### config.mk
export PLATFORM = sky130hd
export DESIGN_NAME = cdp_datapath
export DESIGN_NICKNAME = d
export VERILOG_FILES = /design/src/cdp_alu.v /design/src/cdp_datapath.v
export VERILOG_INCLUDE_DIRS = /design/src
export SDC_FILE = /design/constraint.sdc
export NUM_CORES = 2
export LEC_CHECK = 0
export ABC_CLOCK_PERIOD_IN_PS = 15300
export BUFFER_PORTS_ARGS = -buffer_cell sky130_fd_sc_hd__buf_2
export CORE_UTILIZATION = 50
export CTS_BUF_LIST = sky130_fd_sc_hd__clkbuf_4 sky130_fd_sc_hd__clkbuf_8
export CTS_CLUSTER_DIAMETER = 200
export DETAILED_ROUTE_END_ITERATION = 16
export GPL_TIMING_DRIVEN = 0
export PLACE_DENSITY = 0.66
export RECOVER_POWER = 50
export SLEW_MARGIN = 5
export SYNTH_ARGS = -nofsm -noshare
export SYNTH_HDL_FRONTEND = slang
export SYNTH_SLANG_ARGS = --single-unit
export TNS_END_PERCENT = 50
### constraint.sdc
create_clock -name clk_i -period 15.3 [get_ports clk_i]
set_input_delay 1.53 -clock clk_i [delete_from_list [all_inputs] [get_ports clk_i]]
set_output_delay 1.53 -clock clk_i [all_outputs]
set_load 0.005 [all_outputs]
### src/cdp_map.vh
`ifndef CDP_MAP_VH
`define CDP_MAP_VH
// Register byte offsets
`define CDP_OFF_HSR 8'h00
`define CDP_OFF_LSR 8'h04
`define CDP_OFF_ACC 8'h08
`define CDP_OFF_DSL 8'h0C
`define CDP_OFF_OP 8'h10
`define CDP_OFF_RES 8'h14
`define CDP_OFF_IOC 8'h18
`define CDP_OFF_STK 8'h1C
`define CDP_OFF_FPTR 8'h20
`define CDP_OFF_AUXSEL 8'h24
`define CDP_OFF_AUXDAT 8'h28
// High status register bits
`define CDP_HSR_CARRY 0
`define CDP_HSR_SLICE 4
`define CDP_HSR_HALT 5
`define CDP_HSR_PERR 6
`define CDP_HSR_TRAPEN 7
`define CDP_HSR_RST 8'h00
// Operation word fields
`define CDP_OP_FN_LO 0
`define CDP_OP_A_LO 4
`define CDP_OP_B_LO 8
`define CDP_OP_D_LO 12
`define CDP_OP_IMM_LO 16
// Operand and destination codes, 0..7 are scratch registers
`define CDP_SRC_HSR 4'h8
`define CDP_SRC_LSR 4'h9
`define CDP_SRC_ACC 4'hA
`define CDP_SRC_DUMMY 4'hB
`define CDP_SRC_IMM 4'hC
// ALU functions
`define CDP_FN_ADD 4'h0
`define CDP_FN_ADC 4'h1
`define CDP_FN_SUB 4'h2
`define CDP_FN_AND 4'h3
`define CDP_FN_OR 4'h4
`define CDP_FN_XOR 4'h5
`define CDP_FN_DADD 4'h6
`define CDP_FN_MULL 4'h7
`define CDP_FN_MULH 4'h8
`define CDP_FN_SHHH 4'h9
`define CDP_FN_SHLL 4'hA
`define CDP_FN_SHHL 4'hB
`define CDP_FN_SHLH 4'hC
`define CDP_FN_PASSA 4'hD
// I/O control word bits
`define CDP_IOC_DSS 0
`define CDP_IOC_OBS 1
`define CDP_IOC_IRS 2
`define CDP_IOC_DSL_LD 3
`define CDP_IOC_SRC_LO 4
`define CDP_ACC_SRC_IN 2'h1
`define CDP_ACC_SRC_C 2'h2
`define CDP_ACC_SRC_CM 2'h3
// Stack control bits and storage layout
`define CDP_STK_CALL 0
`define CDP_STK_RET 1
`define CDP_STK_DEPTH 7'h60
`define CDP_AUX_BASE 7'h60
// Timing
`define CDP_SLICE_MS 30
`define CDP_CLK_KHZ 10000
`endif

### src/cdp_alu.v
`timescale 1ns/1ns
`include "cdp_map.vh"
module cdp_alu (
  // Operands
  input wire [7:0] a_i,
  input wire [7:0] b_i,
  input wire [3:0] fn_i,
  input wire carry_i,
  // Result
  output reg [7:0] c_o,
  output reg carry_o,
  output reg carry_we_o
);
  reg [8:0] sum;
  reg [8:0] rem;
  reg [8:0] tens;
  reg [8:0] ones;
  always @* begin
    sum = {1'b0, a_i} + {1'b0, b_i};
    rem = sum % 9'h064;
    tens = rem / 9'h00A;
    ones = rem % 9'h00A;
    c_o = 8'h00;
    carry_o = 1'b0;
    carry_we_o = 1'b1;
    case (fn_i)
      `CDP_FN_ADD: {carry_o, c_o} = sum;
      `CDP_FN_ADC: {carry_o, c_o} = sum + {8'h00, carry_i};
      `CDP_FN_SUB: {carry_o, c_o} = {1'b0, a_i} - {1'b0, b_i};
      // Binary sum first, then adjusted to two BCD digits
      `CDP_FN_DADD: begin
        c_o = {tens[3:0], ones[3:0]};
        carry_o = (sum >= 9'h064);
      end
      default: begin
        carry_we_o = 1'b0;
        case (fn_i)
          `CDP_FN_AND: c_o = a_i & b_i;
          `CDP_FN_OR: c_o = a_i | b_i;
          `CDP_FN_XOR: c_o = a_i ^ b_i;
          `CDP_FN_MULL: c_o = a_i[3:0] * b_i[3:0];
          `CDP_FN_MULH: c_o = a_i[7:4] * b_i[7:4];
          `CDP_FN_SHHH: c_o = {a_i[7:4], b_i[7:4]};
          `CDP_FN_SHLL: c_o = {a_i[3:0], b_i[3:0]};
          `CDP_FN_SHHL: c_o = {a_i[7:4], b_i[3:0]};
          `CDP_FN_SHLH: c_o = {a_i[3:0], b_i[7:4]};
          `CDP_FN_PASSA: c_o = a_i;
          default: c_o = 8'h00;
        endcase
      end
    endcase
  end
endmodule

### src/cdp_datapath.v
// How it works
// - Halt key press sets high status bit 5 for software polling.
// - High status bit 0 holds the carry of the last carry-producing op.
// - Every 30 ms the slice timer sets high status bit 4.
// - Bit 7 set and parity error bit 6 set raise parity trap request.
// - Low status is eight bits, changed only by software or ALU results.
// - Accumulator loads from input bus, C bus or control memory.
// - Accumulator is input bus, drives output bus, feeds select latch.
// - Accumulator carries the top eight control memory word bits.
// - Eight-bit select latch holds the address on the I/O address bus.
// - Dummy register reads zero and discards anything written.
// - Eight 8-bit scratch registers serve as sources and destinations.
// - Binary ALU combines A and B buses, result via C register.
// - Decimal add sums A and B then converts to BCD.
// - Multiply/shift unit multiplies nibbles or combines A/B nibbles.
// - An immediate constant can enter the ALU on the A bus.
// - Call pushes fetch pointer plus one; return pops it, LIFO.
// - 256x8 RAM holds 96 stack and 32 auxiliary 16-bit entries.
// - Auxiliary register chosen by a five-bit select field.
// - Second byte of each entry sits 128 above its base address.
// - Select strobe shows latched address; outbound strobe sends data.
// - Input request strobe asks the peripheral for inbound data.
`timescale 1ns/1ns
`include "cdp_map.vh"
module cdp_datapath #(
  parameter SLICE_CYCLES = `CDP_SLICE_MS * `CDP_CLK_KHZ
) (
  // Clock and reset
  input wire clk_i,
  input wire rst_i,
  // Wishbone slave
  input wire wb_cyc_i,
  input wire wb_stb_i,
  input wire wb_we_i,
  input wire [7:0] wb_adr_i,
  input wire [3:0] wb_sel_i,
  input wire [31:0] wb_dat_i,
  output reg [31:0] wb_dat_o,
  output reg wb_ack_o,
  // Operator and memory status pins
  input wire halt_key_i,
  input wire data_parity_error_flag_i,
  output reg parity_trap_request_o,
  // Control memory high byte
  input wire [7:0] cm_rdata_hi_i,
  output reg [7:0] cm_wdata_hi_o,
  // I/O bus
  output reg [7:0] io_addr_o,
  output reg [7:0] io_out_data_o,
  output reg device_select_strobe_o,
  output reg outbound_data_strobe_o,
  output reg input_request_strobe_o,
  input wire [7:0] io_in_data_i,
  input wire inbound_data_strobe_i
);
  localparam ST_IDLE = 4'b0001;
  localparam ST_LO = 4'b0010;
  localparam ST_HI = 4'b0100;
  localparam ST_ACK = 4'b1000;
  localparam K_PUSH = 2'd0;
  localparam K_POP = 2'd1;
  localparam K_AUXW = 2'd2;
  localparam K_AUXR = 2'd3;

  reg [7:0] hsr_q;
  reg [7:0] lsr_q;
  reg [7:0] acc_q;
  reg [7:0] dsl_q;
  reg [7:0] c_q;
  reg [7:0] file_q [0:7];
  reg [7:0] ram [0:255];
  reg [15:0] fptr_q;
  reg [6:0] sp_q;
  reg [4:0] auxsel_q;
  reg [15:0] auxrd_q;
  reg [15:0] wdat_q;
  reg [6:0] base_q;
  reg [1:0] kind_q;
  reg [7:0] tmp_lo_q;
  reg [3:0] st_q;
  reg stk_err_q;
  reg [18:0] slice_cnt_q;
  reg slice_tick_q;
  reg halt_s1_q, halt_s2_q;
  reg perr_s1_q, perr_s2_q;
  reg ibs_s1_q, ibs_s2_q, ibs_s3_q;
  reg [7:0] ind_s1_q, ind_s2_q;
  reg [7:0] in_q;

  // Bus request decode
  wire req = wb_cyc_i & wb_stb_i & ~wb_ack_o & (st_q == ST_IDLE);
  wire wr = req & wb_we_i & wb_sel_i[0];
  wire [31:0] ioc = wb_dat_i;
  wire wr_hsr = wr & (wb_adr_i == `CDP_OFF_HSR);
  wire wr_lsr = wr & (wb_adr_i == `CDP_OFF_LSR);
  wire wr_acc = wr & (wb_adr_i == `CDP_OFF_ACC);
  wire wr_dsl = wr & (wb_adr_i == `CDP_OFF_DSL);
  wire wr_op = wr & (wb_adr_i == `CDP_OFF_OP);
  wire wr_ioc = wr & (wb_adr_i == `CDP_OFF_IOC);
  wire wr_stk = wr & (wb_adr_i == `CDP_OFF_STK);
  wire wr_fptr = req & wb_we_i & (wb_adr_i == `CDP_OFF_FPTR);
  wire wr_auxsel = wr & (wb_adr_i == `CDP_OFF_AUXSEL);
  wire wr_auxdat = wr & (wb_adr_i == `CDP_OFF_AUXDAT);
  wire rd_auxdat = req & ~wb_we_i & (wb_adr_i == `CDP_OFF_AUXDAT);
  wire do_call = wr_stk & ioc[`CDP_STK_CALL];
  wire do_ret = wr_stk & ~ioc[`CDP_STK_CALL] & ioc[`CDP_STK_RET];
  wire call_ok = do_call & (sp_q != `CDP_STK_DEPTH);
  wire ret_ok = do_ret & (sp_q != 7'h00);

  // Operation fields
  wire [3:0] op_fn = wb_dat_i[`CDP_OP_FN_LO +: 4];
  wire [3:0] op_a = wb_dat_i[`CDP_OP_A_LO +: 4];
  wire [3:0] op_b = wb_dat_i[`CDP_OP_B_LO +: 4];
  wire [3:0] op_d = wb_dat_i[`CDP_OP_D_LO +: 4];
  wire [7:0] op_imm = wb_dat_i[`CDP_OP_IMM_LO +: 8];

  function [7:0] src_val;
    input [3:0] sel;
    input [7:0] imm;
    input allow_imm;
    begin
      if (!sel[3])
        src_val = file_q[sel[2:0]];
      else if (sel == `CDP_SRC_HSR)
        src_val = hsr_q;
      else if (sel == `CDP_SRC_LSR)
        src_val = lsr_q;
      else if (sel == `CDP_SRC_ACC)
        src_val = acc_q;
      else if (sel == `CDP_SRC_IMM && allow_imm)
        src_val = imm;
      else
        src_val = 8'h00;
    end
  endfunction

  wire [7:0] a_bus = src_val(op_a, op_imm, 1'b1);
  wire [7:0] b_bus = src_val(op_b, op_imm, 1'b0);
  wire [7:0] alu_c;
  wire alu_carry;
  wire alu_carry_we;

  cdp_alu u_alu (
    .a_i(a_bus),
    .b_i(b_bus),
    .fn_i(op_fn),
    .carry_i(hsr_q[`CDP_HSR_CARRY]),
    .c_o(alu_c),
    .carry_o(alu_carry),
    .carry_we_o(alu_carry_we)
  );

  // Results land through the C register as well as the chosen destination
  always @(posedge clk_i) begin
    if (rst_i)
      c_q <= 8'h00;
    else if (wr_op)
      c_q <= alu_c;
  end

  genvar gi;
  generate
    for (gi = 0; gi < 8; gi = gi + 1) begin : g_file
      always @(posedge clk_i) begin
        if (rst_i)
          file_q[gi] <= 8'h00;
        else if (wr_op && op_d == gi)
          file_q[gi] <= alu_c;
      end
    end
  endgenerate

  // Pin synchronisers; the first stage feeds only the second
  always @(posedge clk_i) begin
    if (rst_i) begin
      halt_s1_q <= 1'b0;
      halt_s2_q <= 1'b0;
      perr_s1_q <= 1'b0;
      perr_s2_q <= 1'b0;
      ibs_s1_q <= 1'b0;
      ibs_s2_q <= 1'b0;
      ibs_s3_q <= 1'b0;
      ind_s1_q <= 8'h00;
      ind_s2_q <= 8'h00;
    end else begin
      halt_s1_q <= halt_key_i;
      halt_s2_q <= halt_s1_q;
      perr_s1_q <= data_parity_error_flag_i;
      perr_s2_q <= perr_s1_q;
      ibs_s1_q <= inbound_data_strobe_i;
      ibs_s2_q <= ibs_s1_q;
      ibs_s3_q <= ibs_s2_q;
      ind_s1_q <= io_in_data_i;
      ind_s2_q <= ind_s1_q;
    end
  end

  // Peripheral data is held stable around its strobe, so the synced copy
  // is valid when the synced rising edge appears
  wire ibs_rise = ibs_s2_q & ~ibs_s3_q;

  // Time slice divider
  always @(posedge clk_i) begin
    if (rst_i) begin
      slice_cnt_q <= 19'h0_0000;
      slice_tick_q <= 1'b0;
    end else if (slice_cnt_q == SLICE_CYCLES - 1) begin
      slice_cnt_q <= 19'h0_0000;
      slice_tick_q <= 1'b1;
    end else begin
      slice_cnt_q <= slice_cnt_q + 19'h0_0001;
      slice_tick_q <= 1'b0;
    end
  end

  // High status: software or ALU value first, hardware sets win over it
  reg [7:0] hsr_d;
  always @* begin
    hsr_d = hsr_q;
    if (wr_hsr)
      hsr_d = wb_dat_i[7:0];
    if (wr_op && op_d == `CDP_SRC_HSR)
      hsr_d = alu_c;
    if (wr_op && alu_carry_we)
      hsr_d[`CDP_HSR_CARRY] = alu_carry;
    if (slice_tick_q)
      hsr_d[`CDP_HSR_SLICE] = 1'b1;
    if (halt_s2_q)
      hsr_d[`CDP_HSR_HALT] = 1'b1;
    if (perr_s2_q)
      hsr_d[`CDP_HSR_PERR] = 1'b1;
  end

  always @(posedge clk_i) begin
    if (rst_i) begin
      hsr_q <= `CDP_HSR_RST;
      lsr_q <= 8'h00;
      parity_trap_request_o <= 1'b0;
    end else begin
      hsr_q <= hsr_d;
      if (wr_lsr)
        lsr_q <= wb_dat_i[7:0];
      else if (wr_op && op_d == `CDP_SRC_LSR)
        lsr_q <= alu_c;
      parity_trap_request_o <= hsr_q[`CDP_HSR_TRAPEN] &
        hsr_q[`CDP_HSR_PERR];
    end
  end

  // Accumulator, select latch and I/O strobes
  wire [1:0] acc_src = ioc[`CDP_IOC_SRC_LO +: 2];
  always @(posedge clk_i) begin
    if (rst_i) begin
      acc_q <= 8'h00;
      dsl_q <= 8'h00;
      in_q <= 8'h00;
      io_addr_o <= 8'h00;
      io_out_data_o <= 8'h00;
      cm_wdata_hi_o <= 8'h00;
      device_select_strobe_o <= 1'b0;
      outbound_data_strobe_o <= 1'b0;
      input_request_strobe_o <= 1'b0;
    end else begin
      device_select_strobe_o <= wr_ioc & ioc[`CDP_IOC_DSS];
      outbound_data_strobe_o <= wr_ioc & ioc[`CDP_IOC_OBS];
      input_request_strobe_o <= wr_ioc & ioc[`CDP_IOC_IRS];
      if (ibs_rise)
        in_q <= ind_s2_q;
      // Inbound strobe wins over any software load in the same cycle
      if (ibs_rise)
        acc_q <= ind_s2_q;
      else if (wr_acc)
        acc_q <= wb_dat_i[7:0];
      else if (wr_op && op_d == `CDP_SRC_ACC)
        acc_q <= alu_c;
      else if (wr_ioc && acc_src == `CDP_ACC_SRC_IN)
        acc_q <= in_q;
      else if (wr_ioc && acc_src == `CDP_ACC_SRC_C)
        acc_q <= c_q;
      else if (wr_ioc && acc_src == `CDP_ACC_SRC_CM)
        acc_q <= cm_rdata_hi_i;
      if (wr_dsl)
        dsl_q <= wb_dat_i[7:0];
      else if (wr_ioc && ioc[`CDP_IOC_DSL_LD])
        dsl_q <= acc_q;
      // Address bus only changes on the select strobe
      if (wr_ioc && ioc[`CDP_IOC_DSS])
        io_addr_o <= dsl_q;
      io_out_data_o <= acc_q;
      cm_wdata_hi_o <= acc_q;
    end
  end

  // Stack and auxiliary storage sequencer: low byte, then high byte
  wire [7:0] ram_addr = {st_q == ST_HI, base_q};
  wire ram_wr = (st_q == ST_LO || st_q == ST_HI) &&
    (kind_q == K_PUSH || kind_q == K_AUXW);
  wire [7:0] ram_wbyte = (st_q == ST_HI) ? wdat_q[15:8] : wdat_q[7:0];

  always @(posedge clk_i) begin
    if (ram_wr)
      ram[ram_addr] <= ram_wbyte;
  end

  always @(posedge clk_i) begin
    if (rst_i) begin
      st_q <= ST_IDLE;
      sp_q <= 7'h00;
      fptr_q <= 16'h0000;
      auxsel_q <= 5'h00;
      auxrd_q <= 16'h0000;
      wdat_q <= 16'h0000;
      base_q <= 7'h00;
      kind_q <= K_PUSH;
      tmp_lo_q <= 8'h00;
      stk_err_q <= 1'b0;
    end else begin
      if (wr_fptr && wb_sel_i[0])
        fptr_q[7:0] <= wb_dat_i[7:0];
      if (wr_fptr && wb_sel_i[1])
        fptr_q[15:8] <= wb_dat_i[15:8];
      if (wr_auxsel)
        auxsel_q <= wb_dat_i[4:0];
      case (st_q)
        ST_IDLE: begin
          if (do_call || do_ret)
            stk_err_q <= ~(call_ok | ret_ok);
          if (call_ok) begin
            kind_q <= K_PUSH;
            base_q <= sp_q;
            wdat_q <= fptr_q + 16'h0001;
            fptr_q <= wb_dat_i[31:16];
            sp_q <= sp_q + 7'h01;
            st_q <= ST_LO;
          end else if (ret_ok) begin
            kind_q <= K_POP;
            base_q <= sp_q - 7'h01;
            sp_q <= sp_q - 7'h01;
            st_q <= ST_LO;
          end else if (wr_auxdat || rd_auxdat) begin
            kind_q <= wr_auxdat ? K_AUXW : K_AUXR;
            base_q <= `CDP_AUX_BASE + {2'b00, auxsel_q};
            wdat_q <= wb_dat_i[15:0];
            st_q <= ST_LO;
          end
        end
        ST_LO: begin
          tmp_lo_q <= ram[ram_addr];
          st_q <= ST_HI;
        end
        ST_HI: begin
          if (kind_q == K_POP)
            fptr_q <= {ram[ram_addr], tmp_lo_q};
          if (kind_q == K_AUXR)
            auxrd_q <= {ram[ram_addr], tmp_lo_q};
          st_q <= ST_ACK;
        end
        ST_ACK: st_q <= ST_IDLE;
        default: st_q <= ST_IDLE;
      endcase
    end
  end

  // Read mux
  reg [31:0] rd_d;
  always @* begin
    case (wb_adr_i)
      `CDP_OFF_HSR: rd_d = {24'h00_0000, hsr_q};
      `CDP_OFF_LSR: rd_d = {24'h00_0000, lsr_q};
      `CDP_OFF_ACC: rd_d = {24'h00_0000, acc_q};
      `CDP_OFF_DSL: rd_d = {24'h00_0000, dsl_q};
      `CDP_OFF_RES: rd_d = {24'h00_0000, c_q};
      `CDP_OFF_IOC: rd_d = {24'h00_0000, in_q};
      `CDP_OFF_STK: rd_d = {16'h0000, stk_err_q, sp_q, 8'h00};
      `CDP_OFF_FPTR: rd_d = {16'h0000, fptr_q};
      `CDP_OFF_AUXSEL: rd_d = {27'h000_0000, auxsel_q};
      `CDP_OFF_AUXDAT: rd_d = {16'h0000, auxrd_q};
      default: rd_d = 32'h0000_0000;
    endcase
  end

  // Ack one cycle after a plain request, or at the end of a RAM sequence
  wire start_seq = call_ok | ret_ok | wr_auxdat | rd_auxdat;
  always @(posedge clk_i) begin
    if (rst_i) begin
      wb_ack_o <= 1'b0;
      wb_dat_o <= 32'h0000_0000;
    end else begin
      wb_ack_o <= (req & ~start_seq) | (st_q == ST_ACK);
      if (st_q == ST_ACK)
        wb_dat_o <= {16'h0000, auxrd_q};
      else if (req && !wb_we_i)
        wb_dat_o <= rd_d;
    end
  end
endmodule

# Yosys cells after proc, flatten, opt, wreduce, memory -nomap -nowiden
# Memories as Yosys holds them, arrays and structs flattened.
# Cells that the tools add are included.
# totals
regBits,210
ram_bits,2112
input_bits,68
output_inout_bits,61
word_cells,299
n_memories,2
# classes
n_addsub,8
n_mul,2
div,3
magnitude_cmp,1
eq_ne,54
n_mux,91
n_bitwise,49
n_reduce_logical,50
# mem_list
memory,depth,word_bits,read_ports,rd_ports_with_merged_regs,write_ports,line_no,source
ram,256,8,1,0,1,cdp_datapath.v:71,reg [7:0] ram [0:255];
file_q,8,8,2,0,8,cdp_datapath.v:70,reg [7:0] file_q [0:7];
# op_table
op,count
8-bit two-way mux,32
16-bit one-hot mux with 10 select lines,1
16-bit two-way mux,7
8-bit one-hot mux with 10 select lines,1
"4-bit == test, second input constant",17
"4-bit by 3-bit == test with 1-bit output, second input constant",9
1-bit two-way mux,35
7-bit two-way mux,5
"8-bit by 5-bit == test with 1-bit output, second input constant",4
16-bit one-hot mux with 2 select lines,1
8-bit one-hot mux with 4 select lines,1
1-bit AND,28
"8-bit by 6-bit == test with 1-bit output, second input constant",3
1-bit logical AND,21
"4-bit by 2-bit == test with 1-bit output, second input constant",5
"19-bit by 1-bit adder with 19-bit output, second input constant",1
"19-bit == test, second input constant",1
"16-bit by 1-bit adder with 16-bit output, second input constant",1
"8-bit by 4-bit == test with 1-bit output, second input constant",2
4-bit by 4-bit multiplier with 8-bit output,2
3-bit nonzero test,5
"4-bit by 1-bit == test with 1-bit output, second input constant",3
4-bit two-way mux,3
1-bit bitwise OR,12
35 further kinds,58

# Logic depth before layout (Yosys ltp)
# logic_depth
ltp_word,15
depth_mapped,38
ltp_nobuf,34

# By module
# A second synthesis with hierarchy kept.
# unflattened
cells_unflattened,5588
hier_area_um2,96900.4
# by_module_without_submodules
module,instances,cells_each,area_each_um2,seq_area_each_um2
cdp_datapath,1,5058,93040.5,67624.9
cdp_alu,1,530,3860.0,0.0

# Worst setup path before layout
# Ideal clock, no wire load.
# synth_timing
path_type,input-to-reg
from,input port wb_dat_i[8]
to,memory file_q[0][1] (data pin)
setup_ns,0.259
arrival_time_ns,9.377
required_ns,15.041
slack_ns,5.664
stages,35
n_path_buf,5
cell_sequence,clkbuf_1 clkbuf_1 mux4_2 mux2i_1 nor2_1 a21oi_1 inv_1 ha_1 buf_6 nand3_1 nor2_1 or3_1 nand2_1 clkbuf_1 ha_1 nand3b_1 nor3b_1 o21ai_0 o41a_1 nor4_4 nor3_2 o31a_2 and3_1 o21ai_1 a21boi_1 or2_2 a21oi_1 nor2b_1 ha_1 or2_2 maj3_2 a221o_1 a21oi_2 buf_6 nor2_1
# synth_rtl
item,line_no,source
start: declaration,cdp_datapath.v:37,"input wire [31:0] wb_dat_i,"
end: declaration,cdp_datapath.v:70,

# Worst setup path in the final report
# layout_timing
from,register st_q[2]
to,memory ram[142][7] (data pin)
# layout_between
elab_chain_cells,2
# layout_rtl
item,line_no,source
start: declaration,cdp_datapath.v:80,reg [3:0] st_q;
start signal: assignment,cdp_datapath.v:307,st_q <= ST_IDLE;
start signal: assignment,cdp_datapath.v:334,st_q <= ST_LO;
start signal: assignment,cdp_datapath.v:339,st_q <= ST_LO;
4-bit by 3-bit == test with 1-bit output,cdp_datapath.v:298,wire [7:0] ram_wbyte = (st_q == ST_HI) ? wdat_q[15:8] : wdat_q[7:0];
8-bit two-way mux,cdp_datapath.v:298,
via ram_wbyte[7],cdp_datapath.v:298,
end: declaration,cdp_datapath.v:71,
# The timed path passes the listed nets, and every way through them passes these cells.

==> metrics.log <==
[metrics] combined global-route utilization of all metal layers: 36.03%
[metrics] remaining number of nets flagged by the antenna check after routing: 0
[metrics] number of buffers created by CTS: 385
[metrics] number of synthesis warnings: 0
[metrics] vias in the first global route: 56.41k
[metrics] maximum frequency from static timing analysis: 72.23 MHz
[metrics] share of the clock period used by the worst path after layout: 90.48%
[metrics] Die ar.: 0.1943 mm^2
[metrics] half-perimeter wire length after placement: 238400 um
[metrics] cell count after synthesis: 5393
[metrics] number of synthesized flops with an enable pin: 2112
[metrics] TritonCTS clock tree: built
[metrics] clock latency on the worst-skew pair: 1.11 ns
[metrics] family with the most delay on the worst path: buffers and inverters
[metrics] number of clock sinks: 2322
[metrics] global-route wire length before repair: 469100 um
[metrics] Max rail drop VDD: 0.08704 mV
[metrics] ratio of cells with drive above 1 in the final layout: 25.70%
[metrics] nature of the critical path endpoint: register
[metrics] worst endpoint data arrival time: 14.20 ns
[metrics] run status: complete, but fails checks
[metrics] boundary pin count: 129
[metrics] CP max stage delay: 2.87 ns
[metrics] cell at the slowest stage of the critical path: sky130_fd_sc_hd__clkbuf_1
[metrics] DRC Markers: 0
[metrics] number of antenna violations at the first check in global routing: 17
[metrics] leakage power of the design: 0.03882 uW
[metrics] number of hold violations in the final report: 0
[metrics] final weighted congestion in routability-driven placement: 0.9909
[metrics] Tightest Pin Transition: 4.344 ns
[metrics] violations in the final reports: capacitance limit, slew limit
[metrics] hold_buf cts: 0
[metrics] number of filler cells placed in the layout: 14.66k
[metrics] register bit total from synthesis: 2322
[metrics] Final setup viols: 0
[metrics] total power density per cell area: 117.5 mW/mm^2
[metrics] WL final: 349100 um
[metrics] setup repair after global routing missed its margin: false
[metrics] growth of design area from synthesis to finish: 12.79%
[metrics] count of max-cap constraint violations: 32
[metrics] post-layout util: 56.90%
[metrics] buffer levels on the longest clock path: 4
[metrics] Die Wd: 440.8 um
[metrics] sequential area share after synthesis: 70.26%
[metrics] overall die height: 440.8 um
[metrics] cell with the most instances on the worst path: sky130_fd_sc_hd__clkbuf_1
[metrics] Final TNS setup: 0 ns
[metrics] number of I/O port buffers: 103
[metrics] root buffer selected by CTS: sky130_fd_sc_hd__clkbuf_8
[metrics] Initial Util: 50.45%
[metrics] number of core rows: 160
[metrics] gr ovfl total: 0
[metrics] endpoint required time on the critical path: 15.65 ns
[metrics] Layout Nets: 6110
[metrics] worst-path maximum fanout: 84
[metrics] iteration count of the initial detailed-routing pass: 6
[metrics] Slew HR: -189.6%
[metrics] iteration-0 DRC count of the detailed router: 9468
[metrics] largest net degree at the start of global routing: 95
[metrics] total number of vias: 59.19k
[metrics] post-layout min period: 13.84 ns
[metrics] path type of the worst min-delay path: register to register
[metrics] clock skew after layout: 0.06225 ns
[metrics] mapped cell area: 0.09625 mm^2
[metrics] Setup Buffers After CTS: 0
[metrics] CTS clock-pin slew for the worst setup and hold paths: 0.06 ns
[metrics] post-CTS sizing: 0
[metrics] FFs w/ async S/R, synth: 0%
[metrics] per-instance average area after synthesis: 17.85 um^2
[metrics] Bufs and invs on worst path: 6
[metrics] main flop type after synthesis: sky130_fd_sc_hd__edfxtp_1
[metrics] Critical Path, Cell by Cell: nor4b_1 -> clkbuf_1 -> clkbuf_1 -> clkbuf_1 -> nand2_1 -> nand2_1 -> clkbuf_1 -> clkbuf_1 -> clkbuf_1
[metrics] Startpoint Class: register
[metrics] total number of H-tree levels: 5
[metrics] core area: 0.1908 mm^2
[metrics] Avg WL per Cell: 39.80 um
[metrics] Worst Path Class, Setup: register to register
[metrics] number of distinct standard cells referenced by the synthesized netlist: 101
[metrics] Vias/cell: 6.747
[metrics] pins over their slew limit: 2030
-- cells by family after synthesis --
logic type | Yosys count | share of synthesized area (%)
multiplexers | 757 | 16.70
adder cells (fa/ha/maj) | 74 | 1.031
other | 1 | 0.003896
flip-flops | 2322 | 70.26
XOR/XNOR | 65 | 0.6071
buffers and inverters | 412 | 1.735
AO/OA/AOI/OAI | 558 | 4.086
AND/OR/NAND/NOR | 1204 | 5.580
-- worst register-to-register path: cells and delay by family (launching register included) --
| family | cells | cell delay, ns |
|---|---|---|
| buffers and inverters | 6 | 10.26 |
| DFF | 1 | 0.44 |
| and+or+nand+nor | 3 | 2.36 |
-- state kept, by name, summed over array words and instances (netlist names), 16 cells and up --
register / cells
fptr_q: 16
file_q: 64
slice_cnt_q: 19
wdat_q: 16
wb_dat_o: 16
ram: 2048
auxrd_q: 16
-- placed cells by master (no fill, tap or decap), types with 124 or more instances in the layout --
| cell | synthesis | routed |
|---|---|---|
| sky130_fd_sc_hd__edfxtp_1 | 2112 | 2112 |
| sky130_fd_sc_hd__mux4_2 | 677 | 677 |
| sky130_fd_sc_hd__nor2_1 | 582 | 582 |
| sky130_fd_sc_hd__clkbuf_8 | 0 | 402 |
| sky130_fd_sc_hd__nand2_1 | 256 | 256 |
| sky130_fd_sc_hd__clkbuf_1 | 247 | 227 |
| sky130_fd_sc_hd__dfxtp_1 | 210 | 210 |
| sky130_fd_sc_hd__a21oi_1 | 144 | 143 |
| sky130_fd_sc_hd__clkbuf_4 | 0 | 130 |
| sky130_fd_sc_hd__buf_2 | 9 | 124 |
-- routing by layer --
metal  part of all wire, %  GRT usage (%)  vias to the layer above
li1                      -              -                    22940
met1                    35          46.01                    30650
met2                    45          53.92                     4607
met3                    12          10.37                      989
met4                   7.8          23.89                       10
met5                 0.019              0                        -
-- cells in the mapped netlist (9+ instances only) --
cell type | instances | area [um^2]
sky130_fd_sc_hd__xnor2_1 | 43 | 376.6
sky130_fd_sc_hd__nor4_1 | 9 | 56.30
sky130_fd_sc_hd__buf_1 | 69 | 259.0
sky130_fd_sc_hd__nand4_1 | 19 | 118.9
sky130_fd_sc_hd__nand2b_1 | 17 | 106.4
sky130_fd_sc_hd__buf_2 | 9 | 45.04
sky130_fd_sc_hd__nor3_1 | 51 | 255.2
sky130_fd_sc_hd__mux2i_1 | 60 | 600.6
sky130_fd_sc_hd__nand3_1 | 103 | 515.5
sky130_fd_sc_hd__clkbuf_1 | 247 | 927.1
sky130_fd_sc_hd__and3_1 | 24 | 150.1
sky130_fd_sc_hd__fa_1 | 9 | 180.2
sky130_fd_sc_hd__a211oi_1 | 72 | 540.5
sky130_fd_sc_hd__a221oi_1 | 31 | 271.5
sky130_fd_sc_hd__o221ai_1 | 9 | 78.83
sky130_fd_sc_hd__a311oi_1 | 12 | 105.1
sky130_fd_sc_hd__a22oi_1 | 36 | 270.3
sky130_fd_sc_hd__dfxtp_1 | 210 | 4204
sky130_fd_sc_hd__nor3b_1 | 12 | 90.09
sky130_fd_sc_hd__a31oi_1 | 17 | 106.4
sky130_fd_sc_hd__and2_1 | 12 | 75.07
sky130_fd_sc_hd__inv_1 | 59 | 221.5
sky130_fd_sc_hd__nor2b_1 | 73 | 456.7
sky130_fd_sc_hd__ha_1 | 64 | 800.8
sky130_fd_sc_hd__nand2_1 | 256 | 960.9
sky130_fd_sc_hd__edfxtp_1 | 2112 | 63420
sky130_fd_sc_hd__o211ai_1 | 30 | 225.2
sky130_fd_sc_hd__o22ai_1 | 19 | 118.9
sky130_fd_sc_hd__mux2_2 | 19 | 214.0
sky130_fd_sc_hd__a21o_1 | 20 | 150.1
sky130_fd_sc_hd__o21bai_1 | 9 | 67.56
sky130_fd_sc_hd__o21ai_0 | 40 | 200.2
sky130_fd_sc_hd__a22o_1 | 19 | 166.4
sky130_fd_sc_hd__a222oi_1 | 20 | 200.2
sky130_fd_sc_hd__xor2_1 | 20 | 175.2
sky130_fd_sc_hd__nor2_1 | 582 | 2185
sky130_fd_sc_hd__mux4_2 | 677 | 15250
sky130_fd_sc_hd__a21oi_1 | 144 | 720.7
sky130_fd_sc_hd__buf_4 | 24 | 180.2
-- where the power goes --
part | internal [uW] | switching [uW] | total (uW)
combinational | 171 | 348 | 520
sequential | 6830 | 13.2 | 6840
clock | 2890 | 2500 | 5400
total | 9890 | 2870 | 12800
-- final cells by class --
| cell class | instances | area, um^2 | share of cell area [%] |
|---|---|---|---|
| Clock inverter | 135 | 838.3 | 0.7722 |
| Tap cell | 2511 | 3142 | 2.894 |
| Timing Repair Buffer | 174 | 1541 | 1.420 |
| Buffer | 352 | 1608 | 1.481 |
| Sequential cell | 2322 | 67620 | 62.29 |
| Multi-Input combinational cell | 2674 | 27060 | 24.93 |
| Inverter | 60 | 225.2 | 0.2074 |
| Clock buffer | 529 | 6486 | 5.975 |
| Antenna cell | 15 | 37.54 | 0.03457 |
-- stage by stage --
| step | total power (uW) | setup slack (ns) | cells | area, um^2 | hold WS, ns |
|---|---|---|---|---|---|
| after floorplan | 7312 | 5.664 | 5408 | 96310 | 0.4130 |
| after global placement | 7483 | 1.800 | 8022 | 99970 | 0.4270 |
| final | 12760 | 1.456 | 8772 | 108600 | 0.4319 |
| after CTS | 12740 | 3.236 | 8757 | 109200 | 0.4338 |
| after detailed placement | 7486 | 2.101 | 8093 | 101800 | 0.4204 |
| after global routing | 13040 | 1.208 | 8760 | 108500 | 0.4592 |
-- worst paths after layout --
check                 from  slack (ns)     endpoint  cells after the start
hold reg to reg   ibs_s1_q        0.43     ibs_s2_q                      1
setup / recovery   st_q[2]        1.46  ram[142][7]                      9
hold / removal    ibs_s1_q        0.43     ibs_s2_q                      1
setup reg to reg   st_q[2]        1.46  ram[142][7]                      9
No activity file was read; power rests on OpenSTA's default activity.
